===== src/hdl/fsr_pkg.sv =====
// shared constants and types of the flash status register logic
package fsr_pkg;

    // opcodes handled here
    localparam logic [7:0] OPC_WRITE_STATUS = 8'h01;
    localparam logic [7:0] OPC_READ_STATUS  = 8'h05;

    // status byte field positions
    localparam int BIT_LOCK   = 7;
    localparam int BIT_RSVD   = 6;
    localparam int BIT_ERR    = 5;
    localparam int BIT_WPP    = 4;
    localparam int BIT_SWP_HI = 3;
    localparam int BIT_SWP_LO = 2;
    localparam int BIT_WEL    = 1;
    localparam int BIT_BUSY   = 0;

    // global protect field of the write-status data byte
    localparam int GP_HI = 5;
    localparam int GP_LO = 2;

    // software protection summary codes
    localparam logic [1:0] SWP_NONE = 2'h0;
    localparam logic [1:0] SWP_SOME = 2'h1;
    localparam logic [1:0] SWP_ALL  = 2'h3;

    // reset values
    localparam logic       LOCK_RST = 1'h0;
    localparam logic       WEL_RST  = 1'h0;
    localparam logic       ERR_RST  = 1'h0;
    localparam logic       RSVD_VAL = 1'h0;
    localparam logic [2:0] MSB_IDX  = 3'h7;

    // serial bit sequencer states
    typedef enum logic [1:0] {
        ST_OPC,
        ST_STAT,
        ST_WSR,
        ST_PASS
    } fsr_state_type;

endpackage : fsr_pkg


===== src/hdl/fsr_pin_sync.sv =====
// two-flop synchronisers for pins entering the ref_clk domain
`timescale 1ns/10ps
`default_nettype none
module fsr_pin_sync #(
    parameter int W = 4
) (
    input  wire logic         ref_clk,
    input  wire logic         nrst,
    input  wire logic         ce,
    input  wire logic [W-1:0] pinIn,
    output logic      [W-1:0] pinSync
);

    ////////////////////////////////////////////////////////////////////////
    // one two-stage chain per pin; first stage feeds only the second
    genvar i;
    generate
        for (i = 0; i < W; i++) begin : g_sync
            logic meta_ff;     // first stage, metastability catcher
            logic stable_ff;   // second stage, safe to use
            logic nxt_meta;
            logic nxt_stable;

            // next values, frozen while ce is low
            always_comb begin
                nxt_meta   = ce ? pinIn[i] : meta_ff;
                nxt_stable = ce ? meta_ff : stable_ff;
            end

            // registers; preset high so a deselected link looks idle
            always_ff @(posedge ref_clk or negedge nrst) begin
                if (!nrst) begin
                    meta_ff   <= 1'h1;
                    stable_ff <= 1'h1;
                end else begin
                    meta_ff   <= nxt_meta;
                    stable_ff <= nxt_stable;
                end
            end

            assign pinSync[i] = stable_ff;
        end
    endgenerate

endmodule : fsr_pin_sync
`default_nettype wire


===== src/hdl/fsr_status_mux.sv =====
// assembles the live status byte from the block's state
`timescale 1ns/10ps
`default_nettype none
module fsr_status_mux
    import fsr_pkg::*;
#(
    parameter int NSECT = 4
) (
    input  wire logic             lockBit,
    input  wire logic             errFlag,
    input  wire logic             wpLevel,
    input  wire logic [NSECT-1:0] sectorProt,
    input  wire logic             welBit,
    input  wire logic             busyBit,
    output logic      [7:0]       statusByte
);

    logic [1:0] swpCode;   // software protection summary

    ////////////////////////////////////////////////////////////////////////
    // summary of the sector protection vector; 10 is never produced
    always_comb begin
        if (&sectorProt) begin
            swpCode = SWP_ALL;
        end else if (|sectorProt) begin
            swpCode = SWP_SOME;
        end else begin
            swpCode = SWP_NONE;
        end
    end

    ////////////////////////////////////////////////////////////////////////
    // byte built from live values, never from a snapshot
    always_comb begin
        statusByte                        = 8'h00;
        statusByte[BIT_LOCK]              = lockBit;
        statusByte[BIT_RSVD]              = RSVD_VAL;
        statusByte[BIT_ERR]               = errFlag;
        statusByte[BIT_WPP]               = wpLevel;
        statusByte[BIT_SWP_HI:BIT_SWP_LO] = swpCode;
        statusByte[BIT_WEL]               = welBit;
        statusByte[BIT_BUSY]              = busyBit;
    end

endmodule : fsr_status_mux
`default_nettype wire


===== src/hdl/fsr_status_logic.sv =====
// top: serial status read/write and the flash status bits
`timescale 1ns/10ps
`default_nettype none
module fsr_status_logic
    import fsr_pkg::*;
#(
    parameter int NSECT = 4
) (
    input  wire logic             ref_clk,
    input  wire logic             nrst,
    input  wire logic             ce,
    input  wire logic             csN,
    input  wire logic             sck,
    input  wire logic             si,
    output logic                  so,
    output logic                  soOeN,
    input  wire logic             wpN,
    input  wire logic             busy,
    input  wire logic             opDone,
    input  wire logic             opFail,
    input  wire logic             weSet,
    input  wire logic             weClear,
    input  wire logic             resetCmd,
    input  wire logic [NSECT-1:0] sectorProt,
    input  wire logic             cmdGated,
    input  wire logic             cmdIsProt,
    output logic      [7:0]       cmdByte,
    output logic                  cmdStrobe,
    output logic                  cmdAccept,
    output logic                  globalReq,
    output logic      [3:0]       globalBits,
    output logic                  protectionLockBit,
    output logic                  writeEnableLatch,
    output logic                  programErrorFlag,
    output logic      [7:0]       deviceStatus
);

    ////////////////////////////////////////////////////////////////////////
    // pin synchronisation and edge finding

    logic [3:0] pinSync;      // {wpN, si, sck, csN} after two flops
    logic       csSync;       // chip select, high = deselected
    logic       sckSync;      // serial clock level
    logic       siSync;       // serial data in
    logic       protectPinLevel; // 1 = protect pin deasserted
    logic       sckPrev_ff;   // last sampled clock level
    logic       csPrev_ff;    // last sampled select level
    logic       sckRise;      // host data valid, sample here
    logic       sckFall;      // launch next output bit here
    logic       csEnd;        // select just went high

    fsr_pin_sync #(
        .W       (4)
    ) u_sync (
        .ref_clk (ref_clk),
        .nrst    (nrst),
        .ce      (ce),
        .pinIn   ({wpN, si, sck, csN}),
        .pinSync (pinSync)
    );

    assign csSync          = pinSync[0];
    assign sckSync         = pinSync[1];
    assign siSync          = pinSync[2];
    assign protectPinLevel = pinSync[3];

    // edges count only while selected, so a clock parked high
    // (mode 3) between frames adds no bit
    assign sckRise = ce & ~csSync & sckSync & ~sckPrev_ff;
    assign sckFall = ce & ~csSync & ~sckSync & sckPrev_ff;
    assign csEnd   = ce & csSync & ~csPrev_ff;

    // previous levels for the edge detectors
    always_ff @(posedge ref_clk or negedge nrst) begin
        if (!nrst) begin
            sckPrev_ff <= 1'h0;
            csPrev_ff  <= 1'h1;
        end else if (ce) begin
            sckPrev_ff <= sckSync;
            csPrev_ff  <= csSync;
        end
    end

    ////////////////////////////////////////////////////////////////////////
    // live status byte

    logic       lock_ff;      // protection_lock_bit
    logic       wel_ff;       // write_enable_latch
    logic       err_ff;       // program_error_flag
    logic [7:0] statusNow;    // assembled every cycle

    // rebuilt each cycle, so every bit shifted is live
    fsr_status_mux #(
        .NSECT      (NSECT)
    ) u_mux (
        .lockBit    (lock_ff),
        .errFlag    (err_ff),
        .wpLevel    (protectPinLevel),
        .sectorProt (sectorProt),
        .welBit     (wel_ff),
        .busyBit    (busy),
        .statusByte (statusNow)
    );

    ////////////////////////////////////////////////////////////////////////
    // serial sequencer state

    fsr_state_type state_ff;      // what this frame is doing
    fsr_state_type nxt_state;
    logic [2:0]    bitCnt_ff;     // bits taken in the current byte
    logic [2:0]    nxt_bitCnt;
    logic [7:0]    shift_ff;      // incoming bits
    logic [7:0]    nxt_shift;
    logic [7:0]    shiftNew;      // shift with this edge's bit
    logic [2:0]    outIdx_ff;     // next status bit to launch
    logic [2:0]    nxt_outIdx;
    logic          so_ff;         // serial output bit
    logic          nxt_so;
    logic          soOeN_ff;      // low while driving the pin
    logic          nxt_soOeN;
    logic          dataGot_ff;    // write-status data byte complete
    logic          nxt_dataGot;
    logic [7:0]    wsData_ff;     // first data byte of write-status
    logic [7:0]    nxt_wsData;
    logic [7:0]    cmdByte_ff;    // last opcode handed on
    logic [7:0]    nxt_cmdByte;
    logic          cmdStrobe_ff;  // opcode ready for the engine
    logic          nxt_cmdStrobe;

    ////////////////////////////////////////////////////////////////////////
    // status bit state

    logic       nxt_lock;
    logic       nxt_wel;
    logic       nxt_err;
    logic       globalReq_ff;     // global protect/unprotect request
    logic       nxt_globalReq;
    logic [3:0] globalBits_ff;    // its four data bits
    logic [3:0] nxt_globalBits;
    logic       wsApply;          // write-status completes this cycle
    logic       wsAbort;          // write-status aborts this cycle
    logic       wsIllegal;        // lock clear under asserted pin

    ////////////////////////////////////////////////////////////////////////
    // sequencer next state
    always_comb begin
        nxt_state     = state_ff;
        nxt_bitCnt    = bitCnt_ff;
        nxt_shift     = shift_ff;
        nxt_outIdx    = outIdx_ff;
        nxt_so        = so_ff;
        nxt_soOeN     = soOeN_ff;
        nxt_dataGot   = dataGot_ff;
        nxt_wsData    = wsData_ff;
        nxt_cmdByte   = cmdByte_ff;
        nxt_cmdStrobe = 1'h0;
        shiftNew      = {shift_ff[6:0], siSync};
        if (csSync) begin
            // deselected: frame over at any bit, output released
            nxt_state   = ST_OPC;
            nxt_bitCnt  = 3'h0;
            nxt_soOeN   = 1'h1;
            nxt_dataGot = 1'h0;
        end else begin
            // input bits taken on rising clock
            if (sckRise) begin
                nxt_shift  = shiftNew;
                nxt_bitCnt = 3'(bitCnt_ff + 3'h1);
                if (bitCnt_ff == MSB_IDX) begin
                    // one full byte received
                    case (state_ff)
                        ST_OPC: begin
                            nxt_cmdByte = shiftNew;
                            if (shiftNew == OPC_READ_STATUS) begin
                                // no busy check, read always served
                                nxt_state  = ST_STAT;
                                nxt_outIdx = MSB_IDX;
                            end else if (shiftNew == OPC_WRITE_STATUS) begin
                                nxt_state  = ST_WSR;
                            end else begin
                                nxt_state     = ST_PASS;
                                nxt_cmdStrobe = 1'h1;
                            end
                        end
                        ST_WSR: begin
                            // only the first data byte counts
                            if (!dataGot_ff) begin
                                nxt_wsData  = shiftNew;
                                nxt_dataGot = 1'h1;
                            end
                        end
                        default: begin
                            nxt_state = state_ff;
                        end
                    endcase
                end
            end
            // output bits launched on falling clock, msb first
            if (sckFall && state_ff == ST_STAT) begin
                nxt_so     = statusNow[outIdx_ff];
                nxt_soOeN  = 1'h0;
                nxt_outIdx = 3'(outIdx_ff - 3'h1);
            end
        end
    end

    // sequencer registers
    always_ff @(posedge ref_clk or negedge nrst) begin
        if (!nrst) begin
            state_ff     <= ST_OPC;
            bitCnt_ff    <= 3'h0;
            shift_ff     <= 8'h00;
            outIdx_ff    <= MSB_IDX;
            so_ff        <= 1'h0;
            soOeN_ff     <= 1'h1;
            dataGot_ff   <= 1'h0;
            wsData_ff    <= 8'h00;
            cmdByte_ff   <= 8'h00;
            cmdStrobe_ff <= 1'h0;
        end else if (ce) begin
            state_ff     <= nxt_state;
            bitCnt_ff    <= nxt_bitCnt;
            shift_ff     <= nxt_shift;
            outIdx_ff    <= nxt_outIdx;
            so_ff        <= nxt_so;
            soOeN_ff     <= nxt_soOeN;
            dataGot_ff   <= nxt_dataGot;
            wsData_ff    <= nxt_wsData;
            cmdByte_ff   <= nxt_cmdByte;
            cmdStrobe_ff <= nxt_cmdStrobe;
        end
    end

    ////////////////////////////////////////////////////////////////////////
    // write-status decision at deselect
    // bit count 0 here means the frame
    // ended on a byte boundary
    always_comb begin
        wsApply   = 1'h0;
        wsAbort   = 1'h0;
        wsIllegal = 1'h0;
        if (csEnd && state_ff == ST_WSR && wel_ff) begin
            if (dataGot_ff && bitCnt_ff == 3'h0) begin
                // pin asserted reads 0 on the level
                wsIllegal = ~protectPinLevel & lock_ff & ~wsData_ff[BIT_LOCK];
                wsApply   = ~wsIllegal;
            end else begin
                wsAbort = 1'h1;   // short data or bit count not a whole number of bytes
            end
        end
    end

    ////////////////////////////////////////////////////////////////////////
    // status bits next state
    always_comb begin
        nxt_lock       = lock_ff;
        nxt_wel        = wel_ff;
        nxt_err        = err_ff;
        nxt_globalReq  = 1'h0;
        nxt_globalBits = globalBits_ff;
        // lock: only write-status moves it; reset command leaves it
        if (wsApply) begin
            nxt_lock = wsData_ff[BIT_LOCK];
            // global protection uses the lock value before this write
            if (!lock_ff) begin
                nxt_globalReq  = 1'h1;
                nxt_globalBits = wsData_ff[GP_HI:GP_LO];
            end
        end
        // latch clears first, a set in the same cycle then wins
        if (wsApply || wsAbort || wsIllegal) begin
            nxt_wel = 1'h0;
        end
        if (weClear || resetCmd) begin
            nxt_wel = 1'h0;
        end
        if (weSet) begin
            nxt_wel = 1'h1;
        end
        // error flag refreshed on completions only, aborts leave it
        if (opDone) begin
            nxt_err = opFail;
        end
    end

    // status bit registers; power-up values
    always_ff @(posedge ref_clk or negedge nrst) begin
        if (!nrst) begin
            lock_ff       <= LOCK_RST;
            wel_ff        <= WEL_RST;
            err_ff        <= ERR_RST;
            globalReq_ff  <= 1'h0;
            globalBits_ff <= 4'h0;
        end else if (ce) begin
            lock_ff       <= nxt_lock;
            wel_ff        <= nxt_wel;
            err_ff        <= nxt_err;
            globalReq_ff  <= nxt_globalReq;
            globalBits_ff <= nxt_globalBits;
        end
    end

    ////////////////////////////////////////////////////////////////////////
    // outputs
    // only a complete opcode is strobed, so a cut one
    // never reaches the engine's latch clear
    assign cmdAccept = cmdStrobe_ff & (~cmdGated | wel_ff)
                       & ~(cmdIsProt & lock_ff);
    assign cmdByte           = cmdByte_ff;
    assign cmdStrobe         = cmdStrobe_ff;
    assign so                = so_ff;
    assign soOeN             = soOeN_ff;
    assign globalReq         = globalReq_ff;
    assign globalBits        = globalBits_ff;
    assign protectionLockBit = lock_ff;
    assign writeEnableLatch  = wel_ff;
    assign programErrorFlag  = err_ff;
    assign deviceStatus      = statusNow;

endmodule : fsr_status_logic
`default_nettype wire


===== config.mk =====
export PLATFORM = sky130hd
export DESIGN_NAME = fsr_status_logic
export DESIGN_NICKNAME = d
export VERILOG_FILES = /design/src/hdl/fsr_pkg.sv /design/src/hdl/fsr_pin_sync.sv /design/src/hdl/fsr_status_mux.sv /design/src/hdl/fsr_status_logic.sv
export SDC_FILE = /design/constraint.sdc
export NUM_CORES = 1
export LEC_CHECK = 0
export BUFFER_PORTS_ARGS = -buffer_cell sky130_fd_sc_hd__buf_2
export CAP_MARGIN = 20
export CORE_ASPECT_RATIO = 0.9
export CORE_MARGIN = 1
export CORE_UTILIZATION = 49
export DETAILED_ROUTE_END_ITERATION = 8
export HOLD_SLACK_MARGIN = 0.06
export PLACE_DENSITY = 0.75
export SYNTH_ARGS = -nofsm -noshare
export SYNTH_HDL_FRONTEND = slang
export SYNTH_SLANG_ARGS = --single-unit
export TNS_END_PERCENT = 30

===== constraint.sdc =====
create_clock -name ref_clk -period 1.6 [get_ports ref_clk]
set_input_delay 0.08 -clock ref_clk [delete_from_list [all_inputs] [get_ports ref_clk]]
set_output_delay 0.08 -clock ref_clk [all_outputs]
set_load 0.005 [all_outputs]

## Yosys cells after proc, flatten, opt, wreduce, memory -nomap -nowiden

Cells that the tools add are included.

| word-level totals | value |
|---|---|
| logic and storage cells | 131 |
| output and inout port bits | 28 |
| RAM bits | 0 |
| ROM bits | 0 |
| input bits | 19 |
| latch bits | 0 |
| memories | 0 |
| register bits | 53 |

| operators by class | value |
|---|---|
| multiplexer cells | 40 |
| bitwise gates (word level) | 24 |
| divide/modulo/power cells | 0 |
| reduce and logical (&&, ||, !) cells | 34 |
| add/subtract/negate cells | 2 |
| $mul | 0 |
| magnitude comparators | 1 |
| shift operators | 0 |
| equality and inequality tests | 5 |

Operator list:

| cell | count |
|---|---|
| two-way mux 1 bit | 26 |
| two-way mux 3 bit | 7 |
| nonzero test 2 bit | 9 |
| bitwise AND 1 bit | 12 |
| two-way mux 2 bit | 6 |
| AND reduction 4 bit | 3 |
| AND reduction 6 bit | 2 |
| NOT 1 bit | 11 |
| AND reduction 2 bit | 5 |
| AND reduction 3 bit | 3 |
| equality test 8 x 1 -> 1 bit, second input constant | 1 |
| equality test 8 x 3 -> 1 bit, second input constant | 1 |
| AND reduction 5 bit | 1 |
| logical AND 1 bit | 4 |
| < comparator 3 x 4 -> 1 bit, second input constant | 1 |
| OR reduction 4 bit | 1 |
| adder 3 x 1 -> 3 bit, second input constant | 1 |
| binary-select mux 1 bit (select 3 bit) | 1 |
| equality test 3 bit, second input constant | 1 |
| logical NOT 3 bit | 1 |
| logical OR 1 bit | 3 |
| nonzero test 3 bit | 1 |
| subtractor 3 x 1 -> 3 bit, second input constant | 1 |
| equality test 2 x 1 -> 1 bit, second input constant | 1 |
| other kinds (3) | 3 |

## Depth between registers and ports, before layout

Gate-level depths: netlist of run 1.

| depth | value |
|---|---|
| depth after elaboration | 11 |
| depth in mapped cells | 7 |
| gate-level depth less buffers | 6 |

## By module

From an unflattened synthesis of run 1, not the netlist that was laid out.

| unflattened totals | value |
|---|---|
| cell total of the unflattened synthesis | 175 |
| area total of the unflattened synthesis | 2,294.7 um^2 |

Modules (own cells, without submodules):

| module | instances | area an instance (um^2) | cells an instance | sequential area each (um^2) |
|---|---|---|---|---|
| fsr_status_logic | 1 | 1,856.8 | 145 | 1,057.3 |
| fsr_pin_sync | 1 | 371.6 | 21 | 210.2 |
| fsr_status_mux | 1 | 66.3 | 9 | 0.0 |

## Worst setup path before layout of run 1

Ideal clock, no wire load.

| timing | value |
|---|---|
| kind | register to register |
| from | register u_sync.g_sync[0].stable_ff |
| to | register globalBits_ff[0], in the netlist globalBits[0] |
| path buffers | 0 |
| data arrival time | 1.505 ns |
| cell stages (with the launch flop) | 5 |
| setup slack | -0.030 ns |
| clock period less this slack | 1.630 ns |
| data required time | 1.475 ns |
| library setup time | 0.125 ns |
| path through | dfstp_2 > nand2_2 > nor4_4 > and2b_2 > mux2_2 |

| between the ends | value |
|---|---|
| longest elaborated chain between the ends | 6 |

Ends and longest elaborated chain:

| what | RTL line | RTL |
|---|---|---|
| start: declaration | fsr_pin_sync.sv:20 | `logic stable_ff;` |
| start signal: assignment | fsr_pin_sync.sv:37 | `stable_ff <= nxt_stable;` |
| bitwise AND 1 bit (2 in series) | fsr_status_logic.sv:71 | `assign csEnd = ce & csSync & ~csPrev_ff;` |
| logical AND 1 bit (2 in series) | fsr_status_logic.sv:242 | `if (csEnd && state_ff == ST_WSR && wel_ff) begin` |
| two-way mux 1 bit | fsr_status_logic.sv:242 |  |
| AND reduction 3 bit (no line) | - |  |
| end signal: assignment | fsr_status_logic.sv:299 | `globalBits_ff <= nxt_globalBits;` |
| end: declaration | fsr_status_logic.sv:138 | `logic [3:0] globalBits_ff;` |

Every way passes these cells.
A chain may end at the register's enable or synchronous reset.

## Final worst setup path of run 1

Same ends and word-level chain as after synthesis.

==> results of run 1 <==
[Yosys cell counts, types with 2 or more instances]
library cell and count:
clkbuf_1 2, inv_1 7, nor2b_1 4, nor4_4 2, dfstp_2 13, ha_1 4, buf_4 8, mux2_2 35
a21oi_1 4, nor2_1 3, nand3_2 2, o21ai_0 6, nand3_1 3, a22o_1 2, dfrtp_1 37, a21o_1 2
nand2_1 16
[power breakdown]
group          switching, mW  internal [mW]  leakage [nW]
logic                  0.195          0.276         0.774
registers              0.136           1.41         0.639
clock network          0.407          0.348        0.0472
total                  0.737           2.03          1.46
[repair_timing]
item	4_1_cts	5_1_grt
resized for setup	7	5
hold buffers	7	0
setup buffers	0	3
hold endpoints to repair	18	0
pin swaps	4	1
gates cloned	0	0
setup endpoints to repair	17	15
[layout by cell type (no fill, tap or decap), types with 2 or more instances in the layout]
cell type      count
a21o_1             2
a21oi_1            4
a22o_1             2
buf_2             45
buf_4             19
clkbuf_8           6
dfrtp_1           37
dfstp_2           13
dlygate4sd3_1      7
ha_1               3
inv_1              6
mux2_2            32
mux2_4             3
nand2_1           15
nand2_2            2
nand3_1            3
nor2_1             3
nor2b_1            4
nor4_4             2
o21ai_0            5
o21ai_1            2
[state kept, by name (all words and copies together), names as in the netlist]
signal	count
soOeN	1
cmdByte	8
bitCnt_ff	3
state_ff	2
wsData_ff	5
dataGot_ff	1
cmdStrobe	1
csPrev_ff	1
u_sync.g_sync.stable_ff	4
protectionLockBit	1
shift_ff	7
globalBits	4
globalReq	1
writeEnableLatch	1
so	1
sckPrev_ff	1
outIdx_ff	3
programErrorFlag	1
u_sync.g_sync.meta_ff	4
[layer usage]
| layer | vias up | part of all wire | global-route usage |
|---|---|---|---|
| met5 | - | 0 | 0 |
| met4 | 0 | 0.0063 | 0.0505 |
| met3 | 3 | 0.038 | 0.0408 |
| met2 | 34 | 0.47 | 0.291 |
| met1 | 766 | 0.48 | 0.251 |
| li1 | 748 | - | - |
[final cells by class]
| cell class | count | area [um^2] | share of cell area |
|---|---|---|---|
| flip-flops and latches | 50 | 1270 | 0.438 |
| multi-input cells | 107 | 971 | 0.335 |
| repair buffers | 72 | 458 | 0.158 |
| clock buffers | 6 | 82.6 | 0.0285 |
| well taps | 62 | 77.6 | 0.0268 |
| inverters | 7 | 26.3 | 0.00908 |
| clock inverters | 2 | 12.5 | 0.00432 |
[worst max-delay path, stage by stage (launching register included)]
cell,delay (ns)
dfstp_2,0.57
nand2_2,0.08
nor4_4,0.29
and2b_2,0.27
mux2_2,0.34
[cell families after synthesis]
family,Yosys count
AOI/OAI and AO/OA,22
xor gates and xnor gates,1
adders and majority gates,4
buffers and inverters,19
DFF,50
muxes,36
other,1
and+or+nand+nor,43
[final timing paths]
path / startpoint / endpoint / slack [ns] / cells past startpoint
worst max-delay path: u_sync.g_sync[0].stable_ff / globalBits[0] / -0.06 / 4
worst min-delay path: opDone / programErrorFlag / 0.11 / 3
worst max register to register: u_sync.g_sync[0].stable_ff / globalBits[0] / -0.06 / 4
worst min register to register: soOeN / soOeN / 0.46 / 2
max in group asynchronous: nrst / u_sync.g_sync[2].stable_ff / 0.73 / 3
min in group asynchronous: nrst / dataGot_ff / 0.27 / 2
==> reports/metrics.cfg, run 1 <==
[sta]
slew_headroom=0.664
finalHoldViolCount=0
fmax_mhz=603
drv_slew=0
finalCriticalPeriod_ns=1.66
rsz0062_at_grt=yes
finalCritPeriodShare=1.04
setup_viol=9
fin_ws_ns=-0.0592
skew_ns=0.00859
hold-worst-slack_ns=0.110
worst_pin_slew_ns=0.504
setup_tns_ns=-0.273

[cts]
cts-root-buf=clkbuf_8
cts_made_buffers=5
clockBufferDepth=2
cts_max_level=2
clock_latency_ns=0.30
tritoncts=done
clkTransAtPathRegs_ns=0.09
cts.sink_count=50

[detailed_routing]
ant_nets=0
vias=1551
first_pass_iters=4
wl_mm=4.26
dr.first_iter.drc_count=76
wl_per_cell_um=13.9
route.detailed.drc=0
vias_per_cell=5.07

[yosys]
synthMuxAreaShare=0.177
yosys.area_share.simple=0.131
yosysTopAreaCellShare=0.404
avgSynthCellArea_um2=13.0
yosysUniqueCellTypes=43
yosys.area.top_type=dfrtp_1
syn_area_mm2=0.00229
ys.flop_type=dfrtp_1
synth-seq-cells=50
async_reset_ff_frac=1.00
synth_compound_area_frac=0.0634
synth_adder_area_share=0.0219
synth_top_family_by_area=multiplexers
synth-xor-area-share=0.00383
ys_seq_area_frac=0.554
synthCells=176
ys_warn_count=0
synthTopCellsByArea=dfrtp_1 (40%), mux2_2 (17%), dfstp_2 (15%)
syn-num-nets=199
synth-edff-count=0

[worst_setup_path]
critical_path_arrival_ns=1.85
critical_path_required_ns=1.79
cp-start-kind=flop
cp-end-kind=flop
cp_max_fo=5
critPathKind=reg2reg

[global_route]
overflow=0
grt_pass1_vias=1402
grt_usage=0.183
grt_max_degree=30
grt_pass1_wl_mm=6.69
grt_antenna_before_repair=0

[floorplanning]
die_h_um=66.9
core-area_mm2=0.00446
die_x_um=74.1
io_pins=47
dieArea_mm2=0.00495
row_count=23
start_util=0.513

[pwr]
leakage_nw=1.46
peakVddDrop_uv=690
powerDensity_mw_per_mm2=955
power_mw=2.77

[placement]
io_buffers=45
placed_area_mm2=0.00265
dp_hpwl_mm=3.01
placedCellCount=288
place_ws_ns=-0.0774
place.gp.congestion=0.741

[finish]
drive_above_1_share=0.566
final.fill_count=351
area_growth_pct=26.4
finalCoreUtilization=0.649
design_area_mm2=0.00290
final_nets=266
fin_cells=306
antennaDiodeCount=0

[run_status]
violations=setup timing
status=complete, but fails checks

[worst_hold_path]
hp-class=in2reg

[job]
drv_cap=0

(Power assumes the default switching activity.)
==> run 2, diff against run 1 <==
- SYNTH_HIERARCHICAL: unset -> 1
==> reports/metrics.cfg, run 2 <==
[sta]
finalCritPeriodShare=1.04  ; +0.00242
drv_slew=0  ; unchanged
finalCriticalPeriod_ns=1.66  ; +0.00387 ns
skew_ns=0.00711  ; -0.00148 ns
worst_pin_slew_ns=0.511  ; +0.00728 ns
finalHoldViolCount=0  ; unchanged
rsz0062_at_grt=yes
fin_ws_ns=-0.0630  ; -0.00387 ns
setup_viol=13  ; +4
setup_tns_ns=-0.605  ; -0.331 ns
slew_headroom=0.659  ; -0.00486
fmax_mhz=601  ; -0.23%

[worst_hold_path]
min_path_cells=3  ; unchanged
whs_endpoint=programErrorFlag
min_from=opDone
hp-class=in2reg

[worst_setup_path]
cp-start-kind=flop
r2r_end=outIdx_ff[1]
critical_path_required_ns=1.82  ; +0.03 ns
cp_slowest_cell=dfstp_2
cp_top_family=simple AND/OR/NAND/NOR gates
r2r_start=u_sync/g_sync[2].stable_ff
regToRegSetupSlack_ns=-0.06  ; about the same
cp_max_fo=5  ; unchanged
cp_num_buf_inv=0  ; unchanged
cp_cell_sequence=or4b_4 > nor4_4 > nand3_1 > a22oi_1
r2r_cells=4  ; unchanged
cp-end-kind=flop
critPathKind=reg2reg
slowest_delay_ns=0.53  ; -0.04 ns
critical_path_arrival_ns=1.89  ; +0.04 ns

[floorplanning]
io_pins=47  ; unchanged
core-area_mm2=0.00446  ; unchanged
row_count=23  ; unchanged
die_x_um=74.1  ; +0.11%
dieArea_mm2=0.00496  ; +0.21%
die_h_um=66.9  ; +0.10%
start_util=0.514  ; +0.00112

[detailed_routing]
dr.first_iter.drc_count=74  ; -2.6%
vias_per_cell=5.03  ; -0.84%
route.detailed.drc=0  ; unchanged
ant_nets=0  ; unchanged
wl_mm=4.19  ; -1.6%
vias=1543  ; -0.52%
wl_per_cell_um=13.7  ; -1.9%
first_pass_iters=4  ; unchanged

[yosys]
yosysTopAreaCellShare=0.403  ; -0.000882
synthCells=175  ; -0.57%
synth-seq-cells=50  ; unchanged
synth-edff-count=0  ; unchanged
synthTopCellsByArea=dfrtp_1 (40%), dfstp_2 (15%), mux2_2 (13%)
yosysUniqueCellTypes=42  ; -2.3%
synthMostInstantiatedCell=dfrtp_1
avgSynthCellArea_um2=13.1  ; +0.79%
syn_area_mm2=0.00229  ; +0.22%
ys_warn_count=6  ; +6
ys_seq_area_frac=0.552  ; -0.00121
synth_common_cells=dfrtp_1 (37), mux2_2 (26), nand2_1 (14)
syn-num-nets=198  ; -0.50%
async_reset_ff_frac=1.00  ; unchanged
yosys.area.top_type=dfrtp_1
ys.flop_type=dfrtp_1

[pwr]
sw_frac_of_total=0.256  ; -0.0108
peakVddDrop_uv=550  ; -20%
seq_power_share=0.529  ; -0.028
power_frac_comb=0.179  ; +0.009
p_switching_uw=748  ; +1.5%
internal-power_mw=2.18  ; +7.4%
clock_power_share=0.292  ; +0.019
powerDensity_mw_per_mm2=987  ; +3.3%
leakage_nw=1.50  ; +2.7%

[global_route]
met3_usage=0.0469  ; +0.00605
grt_antenna_before_repair=0  ; unchanged
grt_pass1_wl_mm=6.71  ; +0.30%
grt.busiest_layer=met2
overflow=0  ; unchanged
grt_max_degree=29  ; -3.3%
grt_pass1_vias=1488  ; +6.1%
use_met1=0.230  ; -0.0213
grt_usage=0.187  ; +0.00401
grtUsageMet2=0.310  ; +0.0193

[cts]
cts.sink_count=50  ; unchanged
tritoncts=done
clkTransAtPathRegs_ns=0.09  ; about the same
clockBufferDepth=2  ; unchanged
cts_made_buffers=5  ; unchanged
cts-root-buf=clkbuf_8
clock_latency_ns=0.30  ; about the same
cts_max_level=2  ; unchanged

[placement]
io_buffers=45  ; unchanged
dp_hpwl_mm=2.96  ; -1.6%
placed_area_mm2=0.00269  ; +1.6%
place.gp.congestion=0.816  ; +10%

[run_status]
violations=setup timing
status=complete, but fails checks

[finish]
drive_above_1_share=0.592  ; +0.0263
layout_commonest_cell=buf_2
final.fill_count=327  ; -6.8%
area_growth_pct=29.2
largest_reg_flops=8  ; unchanged
final_nets=267  ; +0.38%
antennaDiodeCount=0  ; unchanged
design_area_mm2=0.00297  ; +2.4%
mostFrequentLayoutCells=buf_2 (45), dfrtp_1 (37), buf_4 (25), mux2_2 (22), dfstp_2 (13)

[job]
drv_cap=0  ; unchanged

-- run 2: metrics by stage --
step                total power, mW  hold WS [ns]  utilization  instances  setup slack, ns
floorplan                      1.82        -0.216            -        175           -0.200
global placement               2.02        0.0801        0.604        289           -0.164
detailed placement             2.04        0.0803        0.604        289           -0.223
CTS                            2.95         0.102        0.659        306           -0.142
global route                   3.06         0.123        0.665        307           -0.133
finish                         2.93         0.112        0.665        307          -0.0630
-- run 2: power groups by stage --
| stage | Sequential [mW] | Clock (mW) | Combinational [mW] |
|---|---|---|---|
| floorplan | 1.52 | 0 | 0.292 |
| global placement | 1.56 | 0 | 0.455 |
| detailed placement | 1.57 | 0 | 0.466 |
| CTS | 1.55 | 0.884 | 0.519 |
| global route | 1.57 | 0.924 | 0.573 |
| finish | 1.55 | 0.856 | 0.523 |
-- run 2: metal layers --
metal | share of wire | wire [um]
met5 | 0 | 0
met4 | 0.016 | 69
met3 | 0.036 | 153
met2 | 0.48 | 1990
met1 | 0.47 | 1980
-- run 2: logic make-up (layout without fill, tap and decap cells) --
group | count (synthesis) | after routing | share of synthesized area
adder cells (fa/ha/maj) | 4 | 4 | 0.0218
flip-flops | 50 | 50 | 0.552
AND/OR/NAND/NOR | 38 | 38 | 0.0987
other | 1 | 1 | 0.00163
buffers and inverters | 26 | 96 | 0.0665
multiplexers | 36 | 36 | 0.200
XOR/XNOR | 1 | 1 | 0.00382
AO/OA/AOI/OAI | 19 | 19 | 0.0556
-- run 2: what timing repair did --
action | CTS | global route
hold buffers | 7 | 0
setup endpoints to repair | 24 | 24
hold endpoints to repair | 17 | 0
gates resized for setup | 13 | 3
pin swaps | 5 | 2
setup buffers | 2 | 1
-- run 2: worst max-delay path by stage --
stage / cells after the start / startpoint / end
floorplan: 7 / u_sync/g_sync[1].stable_ff / wsData_ff[2]
global placement: 4 / u_sync/g_sync[2].stable_ff / state_ff[1]
detailed placement: 4 / u_sync/g_sync[2].stable_ff / outIdx_ff[1]
CTS: 4 / u_sync/g_sync[2].stable_ff / outIdx_ff[1]
global route: 4 / u_sync/g_sync[2].stable_ff / state_ff[1]
finish: 4 / u_sync/g_sync[2].stable_ff / outIdx_ff[1]
-- run 2: worst register-to-register path, delay by kind of cell (launching register included) --
kind            cells  cell delay, ns
flops               1            0.53
simple gates        3            0.89
compound gates      1            0.16
-- run 2: cell type report --
type                       count  area, um^2  area share
sequential                    50        1270       0.427
multi-input combinational     99         963       0.325
timing repair buffer          79         514       0.173
tap                           62        77.6      0.0262
clock buffer                   5        68.8      0.0232
clock inverter                 3        40.0      0.0135
inverter                       9        33.8      0.0114
